`config.mk`:
```
export PLATFORM = sky130hd
export DESIGN_NAME = bcie_regs
export DESIGN_NICKNAME = d
export VERILOG_FILES = /design/src/logic/bcie_pkg.sv /design/src/logic/bcie_regs.sv
export SDC_FILE = /design/constraint.sdc
export NUM_CORES = 1
export LEC_CHECK = 0
export BUFFER_PORTS_ARGS = -buffer_cell sky130_fd_sc_hd__buf_2
export CAP_MARGIN = 20
export CORE_AREA = 2 2 104 106
export DETAILED_ROUTE_END_ITERATION = 8
export DIE_AREA = 0 0 106 108
export MAX_ROUTING_LAYER = met4
export PLACE_DENSITY_LB_ADDON = 0.1
export RECOVER_POWER = 100
export SLEW_MARGIN = 20
export SYNTH_ARGS = -nofsm -noshare
export SYNTH_HDL_FRONTEND = slang
export SYNTH_SLANG_ARGS = --single-unit
```
`constraint.sdc`:
```
create_clock -name i_mclk -period 3.68 [get_ports i_mclk]
set_clock_uncertainty 0.2 [all_clocks]
set_input_delay 0.368 -clock i_mclk [delete_from_list [all_inputs] [get_ports i_mclk]]
set_output_delay 0.368 -clock i_mclk [all_outputs]
set_load 0.005 [all_outputs]
```
`src/logic/bcie_pkg.sv`:
```
// constants and types for the controller enable and configuration registers
// Operation
// - an enabled event raises the host interrupt; masked events raise none
// - enable bits 13,12,8,7,6,4,3,2,1,0 map to their listed events
// - enable bit 9 is read/write but never raises an interrupt
// - unused enable bits read zero; enable register resets to all zeros
// - configuration one drives the controller only while bit 15 is zero; the code checks bit 15 only at a start from idle
// - configuration bit 14 is held at zero
// - bit 13 selects memory area A (0) or B (1)
// - bit 12 halts at end of a message with an error unless retry succeeded
// - bit 11 halts at end of a frame that had an error
// - bit 10 stops messages on unexpected unmasked status bits
// - bit 9 with auto repeat starts no further frames after bad status
// - bit 8 with enhanced mode repeats frames; otherwise the host or an enabled external trigger edge starts each frame
// - bit 7 enables external trigger on its rising edge
// - bit 6 with auto repeat retriggers frames from a 100 us step counter
// - bit 5 uses descriptor gap in microseconds, else about ten microseconds
// - bit 4 enables retries for messages whose control bit 8 is set
// - bit 3 allows two retries, otherwise one
// - bit 2 reads one from start until messages end or a halt
// - bit 1 reads one from first message start to last message end
// - bit 0 reads one during each message
package bcie_pkg;
  localparam logic [4:0] ADDR_IEN = 5'h00;
  localparam logic [4:0] ADDR_CFG1 = 5'h01;
  localparam logic [4:0] ADDR_START = 5'h03;
  localparam logic [15:0] IEN_RST = 16'h0000;
  localparam logic [15:0] IEN_WMASK = 16'h33df;
  localparam logic [15:0] IEN_EVMASK = 16'h31df;
  localparam logic [15:0] CFG1_RST = 16'h0000;
  localparam logic [15:0] CFG1_WMASK = 16'hbff8;
  localparam int EV_RETRY = 8;
  localparam int EV_BC_EOM = 4;
  localparam int EV_BC_EOF = 3;
  localparam int C_ENH_RT = 15;
  localparam int C_FIX0 = 14;
  localparam int C_AREA = 13;
  localparam int C_ERR_EOM = 12;
  localparam int C_ERR_EOF = 11;
  localparam int C_STS_EOM = 10;
  localparam int C_STS_EOF = 9;
  localparam int C_AUTO = 8;
  localparam int C_EXT = 7;
  localparam int C_INT = 6;
  localparam int C_GAP = 5;
  localparam int C_RETRY = 4;
  localparam int C_TWICE = 3;
  localparam int C_RUN = 2;
  localparam int C_FRAME = 1;
  localparam int C_MSG = 0;
  localparam int S_LAUNCH = 1;
  localparam int CLK_NS = 10;
  localparam int US_NS = 1000;
  localparam int STEP_NS = 100000;
  localparam int GAP_DEF_US = 10;
  localparam int US_CYC = US_NS / CLK_NS;
  localparam int STEP_CYC = STEP_NS / CLK_NS;
  typedef struct packed {
    logic error;
    logic unexp_sts;
    logic retry_ctl;
    logic last;
  } bcie_msg_rpt_t;
endpackage

```
`src/logic/bcie_regs.sv`:
```
// interrupt enable and controller configuration registers with frame sequencer
`timescale 1ns/10ps
module bcie_regs #(
  parameter int STEP_CYCLES = bcie_pkg::STEP_CYC
) (
  input wire logic i_mclk,
  input wire logic i_arst_n,
  input wire logic i_cs_n,
  input wire logic i_rd_n,
  input wire logic i_wr_n,
  input wire logic [4:0] i_addr,
  input wire logic [15:0] i_wdata,
  output logic [15:0] o_rdata,
  output logic o_rdata_oe,
  input wire logic [15:0] i_events,
  input wire logic i_enhanced_mode_select_bit,
  input wire logic i_ext_trig,
  input wire logic [15:0] i_frame_len,
  input wire logic [15:0] i_gap,
  input wire logic i_msg_done,
  input wire bcie_pkg::bcie_msg_rpt_t i_msg_rpt,
  output logic [15:0] o_cfg1,
  output logic o_msg_start,
  output logic o_irq
);
  typedef enum logic [1:0] {ST_IDLE, ST_GAP, ST_MSG, ST_WAIT} bcie_st_t;
  bcie_st_t st;
  logic [15:0] ien;
  logic wr_d, rd_act, wr_stb, start_cmd, bc_mode;
  logic running, frame_act, msg_act, retrying, frame_err, frame_sts;
  logic [1:0] retries;
  logic ext_d, ext_rise, us_tick, step_tick, frame_due;
  logic [$clog2(STEP_CYCLES)-1:0] step_div;
  logic [6:0] us_div;
  logic [15:0] gap_cnt, frame_cnt;
  logic failed, do_retry, halt_msg, halt_frame, auto_on, trig_go;
  logic [15:0] ev_eff;

  // host strobes sampled synchronously; a write acts on the falling edge of write
  assign wr_stb = !i_cs_n && !i_wr_n && wr_d;
  assign rd_act = !i_cs_n && !i_rd_n;
  assign start_cmd = wr_stb && i_addr == bcie_pkg::ADDR_START
                     && i_wdata[bcie_pkg::S_LAUNCH];
  assign bc_mode = !o_cfg1[bcie_pkg::C_ENH_RT];
  always_ff @(posedge i_mclk or negedge i_arst_n) begin
    if (!i_arst_n) begin
      wr_d <= 1'b1;
      ext_d <= 1'b0;
    end else begin
      wr_d <= i_wr_n || i_cs_n;
      ext_d <= i_ext_trig;
    end
  end

  // enable register: only assigned bits hold, bit 9 included
  always_ff @(posedge i_mclk or negedge i_arst_n) begin
    if (!i_arst_n) begin
      ien <= bcie_pkg::IEN_RST;
    end else if (wr_stb && i_addr == bcie_pkg::ADDR_IEN) begin
      ien <= i_wdata & bcie_pkg::IEN_WMASK;
    end
  end

  // configuration: writable fields plus live status in bits 2..0, bit 14 stays zero
  always_ff @(posedge i_mclk or negedge i_arst_n) begin
    if (!i_arst_n) begin
      o_cfg1 <= bcie_pkg::CFG1_RST;
    end else begin
      if (wr_stb && i_addr == bcie_pkg::ADDR_CFG1) begin
        o_cfg1[15:3] <= i_wdata[15:3] & bcie_pkg::CFG1_WMASK[15:3];
      end
      o_cfg1[bcie_pkg::C_RUN] <= running;
      o_cfg1[bcie_pkg::C_FRAME] <= frame_act;
      o_cfg1[bcie_pkg::C_MSG] <= msg_act;
    end
  end

  // read port: registered data, unmapped addresses read zero
  always_ff @(posedge i_mclk or negedge i_arst_n) begin
    if (!i_arst_n) begin
      o_rdata <= 16'h0000;
      o_rdata_oe <= 1'b0;
    end else begin
      o_rdata_oe <= rd_act;
      case (i_addr)
        bcie_pkg::ADDR_IEN: o_rdata <= ien;
        bcie_pkg::ADDR_CFG1: o_rdata <= o_cfg1;
        default: o_rdata <= 16'h0000;
      endcase
    end
  end

  // interrupt: own retry/eom/eof events merged in; bit 9 has no event behind it
  always_comb begin
    ev_eff = i_events;
    ev_eff[bcie_pkg::EV_RETRY] = i_events[bcie_pkg::EV_RETRY] || do_retry;
    ev_eff[bcie_pkg::EV_BC_EOM] = i_events[bcie_pkg::EV_BC_EOM] || (st == ST_MSG && i_msg_done);
    ev_eff[bcie_pkg::EV_BC_EOF] = i_events[bcie_pkg::EV_BC_EOF]
                                  || (st == ST_MSG && i_msg_done && i_msg_rpt.last);
  end
  always_ff @(posedge i_mclk or negedge i_arst_n) begin
    if (!i_arst_n) begin
      o_irq <= 1'b0;
    end else begin
      o_irq <= |(ev_eff & ien & bcie_pkg::IEN_EVMASK);
    end
  end

  // 1 us and 100 us timebases; free running so gaps may be up to one tick short
  assign us_tick = us_div == 7'(bcie_pkg::US_CYC - 1);
  assign step_tick = step_div == ($clog2(STEP_CYCLES))'(STEP_CYCLES - 1);
  always_ff @(posedge i_mclk or negedge i_arst_n) begin
    if (!i_arst_n) begin
      us_div <= 7'h00;
      step_div <= '0;
    end else begin
      us_div <= us_tick ? 7'h00 : us_div + 7'h01;
      step_div <= step_tick ? '0 : step_div + ($clog2(STEP_CYCLES))'(1);
    end
  end

  // message outcome decode
  assign ext_rise = i_ext_trig && !ext_d && o_cfg1[bcie_pkg::C_EXT];
  assign failed = i_msg_rpt.error || i_msg_rpt.unexp_sts;
  assign do_retry = st == ST_MSG && i_msg_done && failed && o_cfg1[bcie_pkg::C_RETRY]
                    && i_msg_rpt.retry_ctl && retries != 2'd0;
  assign halt_msg = (i_msg_rpt.error && o_cfg1[bcie_pkg::C_ERR_EOM])
                    || (i_msg_rpt.unexp_sts && o_cfg1[bcie_pkg::C_STS_EOM]);
  assign auto_on = o_cfg1[bcie_pkg::C_AUTO] && i_enhanced_mode_select_bit;
  assign halt_frame = ((frame_err || (i_msg_rpt.error && !do_retry))
                       && o_cfg1[bcie_pkg::C_ERR_EOF])
                      || ((frame_sts || (i_msg_rpt.unexp_sts && !do_retry))
                          && o_cfg1[bcie_pkg::C_STS_EOF] && auto_on);
  assign frame_due = o_cfg1[bcie_pkg::C_INT] && frame_cnt >= i_frame_len;
  assign trig_go = ext_rise || frame_due
                   || !(o_cfg1[bcie_pkg::C_EXT] || o_cfg1[bcie_pkg::C_INT]);

  // frame length counter in 100 us steps, restarted at every frame start
  // frame_act rises with the start pulse, so the lagged status bit marks a new frame
  always_ff @(posedge i_mclk or negedge i_arst_n) begin
    if (!i_arst_n) begin
      frame_cnt <= 16'h0000;
    end else if (o_msg_start && !o_cfg1[bcie_pkg::C_FRAME]) begin
      frame_cnt <= 16'h0000;
    end else if (step_tick && frame_cnt != 16'hffff) begin
      frame_cnt <= frame_cnt + 16'h0001;
    end
  end

  // sequencer: idle, inter-message gap, message in flight, wait for next frame
  always_ff @(posedge i_mclk or negedge i_arst_n) begin
    if (!i_arst_n) begin
      st <= ST_IDLE;
      running <= 1'b0;
      frame_act <= 1'b0;
      msg_act <= 1'b0;
      o_msg_start <= 1'b0;
      retrying <= 1'b0;
      retries <= 2'd0;
      frame_err <= 1'b0;
      frame_sts <= 1'b0;
      gap_cnt <= 16'h0000;
    end else begin
      o_msg_start <= 1'b0;
      case (st)
        ST_IDLE: begin
          if (bc_mode && (start_cmd || ext_rise)) begin
            st <= ST_MSG;
            running <= 1'b1;
            frame_act <= 1'b1;
            msg_act <= 1'b1;
            o_msg_start <= 1'b1;
            frame_err <= 1'b0;
            frame_sts <= 1'b0;
            retries <= o_cfg1[bcie_pkg::C_TWICE] ? 2'd2 : 2'd1;
          end
        end
        ST_GAP: begin
          if (gap_cnt == 16'h0000) begin
            st <= ST_MSG;
            msg_act <= 1'b1;
            frame_act <= 1'b1;
            o_msg_start <= 1'b1;
          end else if (us_tick) begin
            gap_cnt <= gap_cnt - 16'h0001;
          end
        end
        ST_MSG: begin
          if (i_msg_done) begin
            msg_act <= 1'b0;
            st <= ST_GAP;
            gap_cnt <= o_cfg1[bcie_pkg::C_GAP] ? i_gap : 16'(bcie_pkg::GAP_DEF_US);
            if (do_retry) begin
              retrying <= 1'b1;
              retries <= retries - 2'd1;
            end else begin
              retrying <= 1'b0;
              retries <= o_cfg1[bcie_pkg::C_TWICE] ? 2'd2 : 2'd1;
              frame_err <= frame_err || i_msg_rpt.error;
              frame_sts <= frame_sts || i_msg_rpt.unexp_sts;
              if (failed && halt_msg) begin
                st <= ST_IDLE;
                running <= 1'b0;
                frame_act <= 1'b0;
              end else if (i_msg_rpt.last) begin
                frame_act <= 1'b0;
                frame_err <= 1'b0;
                frame_sts <= 1'b0;
                if (auto_on && !halt_frame) begin
                  st <= ST_WAIT;
                end else begin
                  st <= ST_IDLE;
                  running <= 1'b0;
                end
              end
            end
          end
        end
        ST_WAIT: begin
          if (!auto_on) begin
            st <= ST_IDLE;
            running <= 1'b0;
          end else if (trig_go) begin
            st <= ST_MSG;
            frame_act <= 1'b1;
            msg_act <= 1'b1;
            o_msg_start <= 1'b1;
          end
        end
        default: st <= ST_IDLE;
      endcase
    end
  end
endmodule

```
# Word-level counts from Yosys, hierarchy flattened
# Cells that the tools add are included.
totals:
  reg_bits: 109
  in_bits: 81
  out_inout_bits: 35
  wordCells: 175
op_classes:
  addsub: 5
  n_lt_le_gt_ge: 1
  n_eq_ne: 20
  mux: 59
  bitwise_logic: 1
  reduce_logical: 69
op_table:
  columns: ["op", "count"]
  rows:
  - ["2-to-1 mux 16 bit", 6]
  - ["one-hot mux 16 bit (2 select lines)", 2]
  - ["logical AND 1 bit", 29]
  - ["2-to-1 mux 1 bit", 28]
  - ["2-to-1 mux 2 bit", 13]
  - ["inequality test 2 bit (second input constant)", 9]
  - ["adder 16 x 1 -> 16 bit (second input constant)", 1]
  - [">= comparator 16 bit", 1]
  - ["logical NOT 16 bit", 1]
  - ["inequality test 16 bit (second input constant)", 1]
  - ["subtractor 16 x 1 -> 16 bit (second input constant)", 1]
  - ["logical OR 1 bit", 15]
  - ["adder 14 x 1 -> 14 bit (second input constant)", 1]
  - ["bitwise AND 14 bit", 1]
  - ["equality test 14 bit (second input constant)", 1]
  - ["2-to-1 mux 14 bit", 1]
  - ["AND reduction 7 bit", 2]
  - ["AND reduction 4 bit", 3]
  - ["OR reduction 10 bit", 1]
  - ["logical NOT 1 bit", 9]
  - ["one-hot mux 1 bit (4 select lines)", 2]
  - ["one-hot mux 2 bit (4 select lines)", 1]
  - ["nonzero test 2 bit", 4]
  - ["adder 7 x 1 -> 7 bit (second input constant)", 1]
  - ["other kinds (17)", 21]

# Longest topological paths before layout
depth:
  word_depth: 20
  mapped_depth: 10
  mapped_depth_nobuf: 8

# Worst setup path before layout
# OpenSTA, ideal clock, no wires.
synth_timing:
  kind: "register to register"
  startpoint: "reg gap_cnt[0]"
  endpoint: "reg gap_cnt[11]"
  arrival_ps: 2229
  required_time_ps: 3351
  path_slack_ps: 1122
  stages_incl_launch_ff: 10
  synth_period_minus_slack_ps: 2558
  cell_sequence: "dfrtp_1 -> inv_1 -> ha_1 -> or3b_2 -> clkbuf_1 -> nor4b_2 -> a211o_1 -> o21a_2 -> buf_2 -> o21ai_0"
synth_between:
  elab_chain_len: 4
  elab_cells_between_ends: 7
synth_lines:
  columns: ["element", "line_no", "rtl"]
  rows:
  - ["start: declaration", "bcie_regs.sv:35", "logic [15:0] gap_cnt, frame_cnt;"]
  - ["start signal: assignment", "bcie_regs.sv:185", "gap_cnt <= gap_cnt - 16'h0001;"]
  - ["start signal: assignment", "bcie_regs.sv:192", "gap_cnt <= o_cfg1[bcie_pkg::C_GAP] ? i_gap : 16'(bcie_pkg::GAP_DEF_US);"]
  - ["subtractor 16 x 1 -> 16 bit", "bcie_regs.sv:185", null]
  - ["2-to-1 mux 16 bit", "bcie_regs.sv:184", "end else if (us_tick) begin"]
  - ["2-to-1 mux 16 bit", "bcie_regs.sv:179", "if (gap_cnt == 16'h0000) begin"]
  - ["one-hot mux 16 bit (2 select lines)", "bcie_regs.sv:165", "case (st)"]
# Parallel ways exist; a longest one is shown, timed or not. The select of a mux whose other input is x is not followed.
# A chain may end at the register's enable or synchronous reset.

# Worst setup path after layout
layout_timing:
  startpoint: "reg st[1]"
  endpoint: "reg gap_cnt[3]"
layout_between:
  elab_chain_len: 3
  elab_cells_between_ends: 8
layout_lines:
  columns: ["element", "line_no", "rtl"]
  rows:
  - ["start: declaration", "bcie_regs.sv:27", "bcie_st_t st;"]
  - ["start signal: assignment", "bcie_regs.sv:153", "st <= ST_IDLE;"]
  - ["start signal: assignment", "bcie_regs.sv:168", "st <= ST_MSG;"]
  - ["start signal: assignment", "bcie_regs.sv:180", "st <= ST_MSG;"]
  - ["equality test 2 x 1 -> 1 bit / equality test 2 bit (equally long branches)", "bcie_regs.sv:165", null]
  - ["inequality test 2 bit (no source line) / nonzero test 2 bit (equally long branches)", null, null]
  - ["AND reduction 4 bit (no source line)", null, null]
# Parallel ways exist; a longest one is shown, timed or not.

==> metrics.md <==
| Metric | Value |
|---|---|
| Status | `finished, final reports clean` |
| Compound-cell area share of the yosys netlist | `a little over an eighth` |
| Ant diodes | `0` |
| Clk buf depth | `2` |
| Chip Width | `106 um` |
| Synthesis-to-layout area growth | `15.14%` |
| Multi-input logic area | `0.002603 sq mm` |
| Wire per inst | `15.41 um` |
| Number of synthesized flops with an enable pin | `0` |
| 1st-pass router iterations | `4` |
| Cells taking the most area after synthesis | `dfrtp_1 (48%), mux2_2 (4.9%), ha_1 (4.8%)` |
| Commonest register cell after synthesis | `dfrtp_1` |
| Post-synthesis register bit count | `108` |
| DP HPWL | `around 9000 um` |
| Yosys top cell area share | `48.43%` |
| Total power | `around 3 mW` |
| Clock power share | `24.4%` |
| Rel. slew slack | `4.623%` |
| Largest net degree at the start of global routing | `57` |
| Sequential area share after synthesis | `48.90%` |
| Total gr overflow | `0` |
| Global-route met2 utilization | `38.29%` |
| Core area | `between 0.01 and 0.015 sq mm` |
| # setup viols final | `0` |
| RSZ-0062 raised after global routing | `false` |
| Final #Nets | `759` |
| Post-layout min period | `3.189 ns` |
| Clk_lat worst skew | `0.38 ns` |
| Hold Buf Count CTS | `5` |
| PortBufs | `106` |
| Number of global-route vias before repair | `~4400` |
| Avg Synthesized Cell Area | `9.998 sq um` |
| Cell internal pwr | `1.979 mW` |
| Adder-Cell Fraction of Synth Area | `4.752%` |
| Sequential share of power | `51.0%` |
| Num CTS Buffers | `9` |
| DIE HEIGHT | `108 um` |
| Max-slew violations | `0` |
| First-pass GRT wire length | `between 20000 and 25000 um` |
| Clk slew on worst S/H paths | `0.11 ns` |
| Pleak | `3.071 nW` |
| Die area | `0.01145 sq mm` |
| Clk sink count | `108` |
| Cell variety after synth | `63` |
| Most frequent cell after synthesis | `dfrtp_1` |
| Starting Density | `54.04%` |
| Area after DPL | `0.006160 sq mm` |
| Peak supply drop | `0.3601 mV` |
| Crit path capture type | `flop` |
| Crit Path Max Fanout | `29` |
| Initial antenna violation count | `0` |
| Largest family of logic cells by synthesized area | `simple AND/OR/NAND/NOR gates` |
| Simple-Gate Fraction of Synth Area | `17.83%` |
| Switching part of the total | `roughly 34%` |
| Mapped Cells | `553` |
| Comb pwr share | `between 20% and 30%` |
| Final Cycle Share | `86.67%` |
| Detailed Route WL | `12300 um` |
| Pre-CTS setup slack | `between 0.7 and 0.8 ns` |
| Met3 global-route usage | `3.436%` |
| Design Area, Final | `0.006366 sq mm` |
| Initial DRC count | `173` |
| Htree depth | `3` |
| Cts repair resizes | `0` |
| Net switching power | `between 1 and 1.5 mW` |
| Final Hold Vio Count | `0` |
| Layout cells sized above 1 | `between 20% and 30%` |
| Worst path required time | `3.75 ns` |
| Commonest cells post-synth | `dfrtp_1 (107), nor2_1 (67), o21ai_0 (34)` |
| Hold/Removal Path Class | `in -> reg` |
| Most Crowded Layer GR | `met2` |
| Root Driver | `clkbuf_8` |
| DRT antenna net count | `0` |
| XOR/XNOR share of the synthesized area | `4.119%` |
| Crit path DAT | `3.26 ns` |
| Row cnt | `37` |
| Yosys Warn Count | `0` |
| TritonCTS clock tree | `built` |
| Register area | `0.002704 sq mm` |
| M1 GR Usage | `29.54%` |
| Least-Margin Pin Slew | `1.431 ns` |
| Post-synth top area cell | `dfrtp_1` |
| Fill cell count | `899` |
| Dpl cells | `777` |
| Mapped cell area | `~0.0055 sq mm` |
| I/O pin count | `116` |
| Total GRT Usage | `23.12%` |
| Setup TNS | `0 ns` |
| Startpoint types | `flop` |
| DRC | `0` |
| Fraction of registers with async set/reset | `100.0%` |
| F_max | `313.5 MHz` |
| Post-route insts no fill | `798` |
| Max_cap viols | `0` |
| Power density cells | `roughly 470 mW/mm^2` |
| Vias | `4442` |
| Vias/cell | `between 5 and 6` |
| # Post-CTS Setup Buffers | `0` |
| WHS | `0.01465 ns` |
| RePlAce Congestion | `between 0.8 and 0.9` |
| WS Path Type | `reg -> reg` |
| Post-synthesis mux area share | `7.060%` |
| Core Util, Final | `62.22%` |
| Post-layout worst setup margin | `0.4906 ns` |
## placed cells by master, fill, tap and decap left out, drive strengths merged, types with 5 or more instances in the layout
cell type	synthesis	layout
a22oi	7	7
nor3	13	13
nand2	27	27
o21ai	35	35
and3	12	12
xor2	12	12
dfrtp	107	107
ha	21	21
a21oi	33	33
nand2b	5	5
mux2i	12	12
nand4	5	5
nand3	20	20
a31oi	10	10
buf	8	86
inv	32	34
clkbuf	14	32
mux2	24	24
dlygate4sd3	0	5
or3	7	7
a211oi	5	5
nor2	67	67
xnor2	14	14
nor4	6	6
## worst paths after layout
check / start / cells after the start / end / slack (ns)
worst min-delay path: i_wdata[5] / 2 / o_cfg1[5] / 0.01
worst max register to register: st[1] / 7 / gap_cnt[3] / 0.49
min in group asynchronous: i_arst_n / 2 / retries[0] / 0.68
worst max-delay path: st[1] / 7 / gap_cnt[3] / 0.49
max in group asynchronous: i_arst_n / 3 / step_div[10] / 1.19
worst min register to register: frame_act / 0 / o_cfg1[1] / 0.19
## per-layer routing
layer | vias to the layer above | part of all wire, %
li1 | 2174 | -
met1 | 2158 | 46
met2 | 97 | 49
met3 | 13 | 3.8
met4 | 0 | 1.4
met5 | - | 0
## area by class of cell
| type | count | area share [%] |
|---|---|---|
| Multi-Input combinational cell | 392 | 40.88 |
| Clock inverter | 7 | 1.179 |
| Timing Repair Buffer | 114 | 8.962 |
| Sequential cell | 108 | 42.47 |
| Inverter | 32 | 1.887 |
| Clock buffer | 9 | 1.946 |
| Tap cell | 136 | 2.673 |
## sequential cells by signal, summed over array words and instances, names as in the netlist
| name | flops |
|---|---|
| frame_cnt | 16 |
| gap_cnt | 16 |
| o_cfg1 | 15 |
| o_rdata | 15 |
| step_div | 14 |
| ien | 11 |
| us_div | 7 |
| retries | 2 |
| st | 2 |
| ext_d | 1 |
| frame_act | 1 |
| frame_err | 1 |
| frame_sts | 1 |
| msg_act | 1 |
| o_irq | 1 |
| o_msg_start | 1 |
| o_rdata_oe | 1 |
| running | 1 |
| wr_d | 1 |
## power by group through the flow
stage / Combinational [mW] / Sequential, mW / Clock (mW)
3_3_place_gp: 0.707 / 1.53 / 0
5_1_grt: 0.832 / 1.55 / 0.791
2_1_floorplan: 0.546 / 1.48 / 0
3_5_place_dp: 0.735 / 1.54 / 0
4_1_cts: 0.742 / 1.52 / 0.744
6_report: 0.736 / 1.52 / 0.728
## critical path, cell delays in order, from the launching register on
cell and delay [ns]:
dfrtp_1 0.50, inv_1 0.15, nor2_1 0.11, clkbuf_1 0.90
nand2_1 0.34, o21ai_1 0.46, o21ai_0 0.20, a22o_1 0.23
## logic make-up (layout without fill, tap and decap cells)
logic type	count (synthesis)	after routing
AOI/OAI and AO/OA	118	118
xor gates and xnor gates	26	26
muxes	36	36
DFF	108	108
adders and majority gates	21	21
buffers and inverters	54	162
and+or+nand+nor	189	189
other	1	2
No activity file was read; power rests on OpenSTA's default activity.
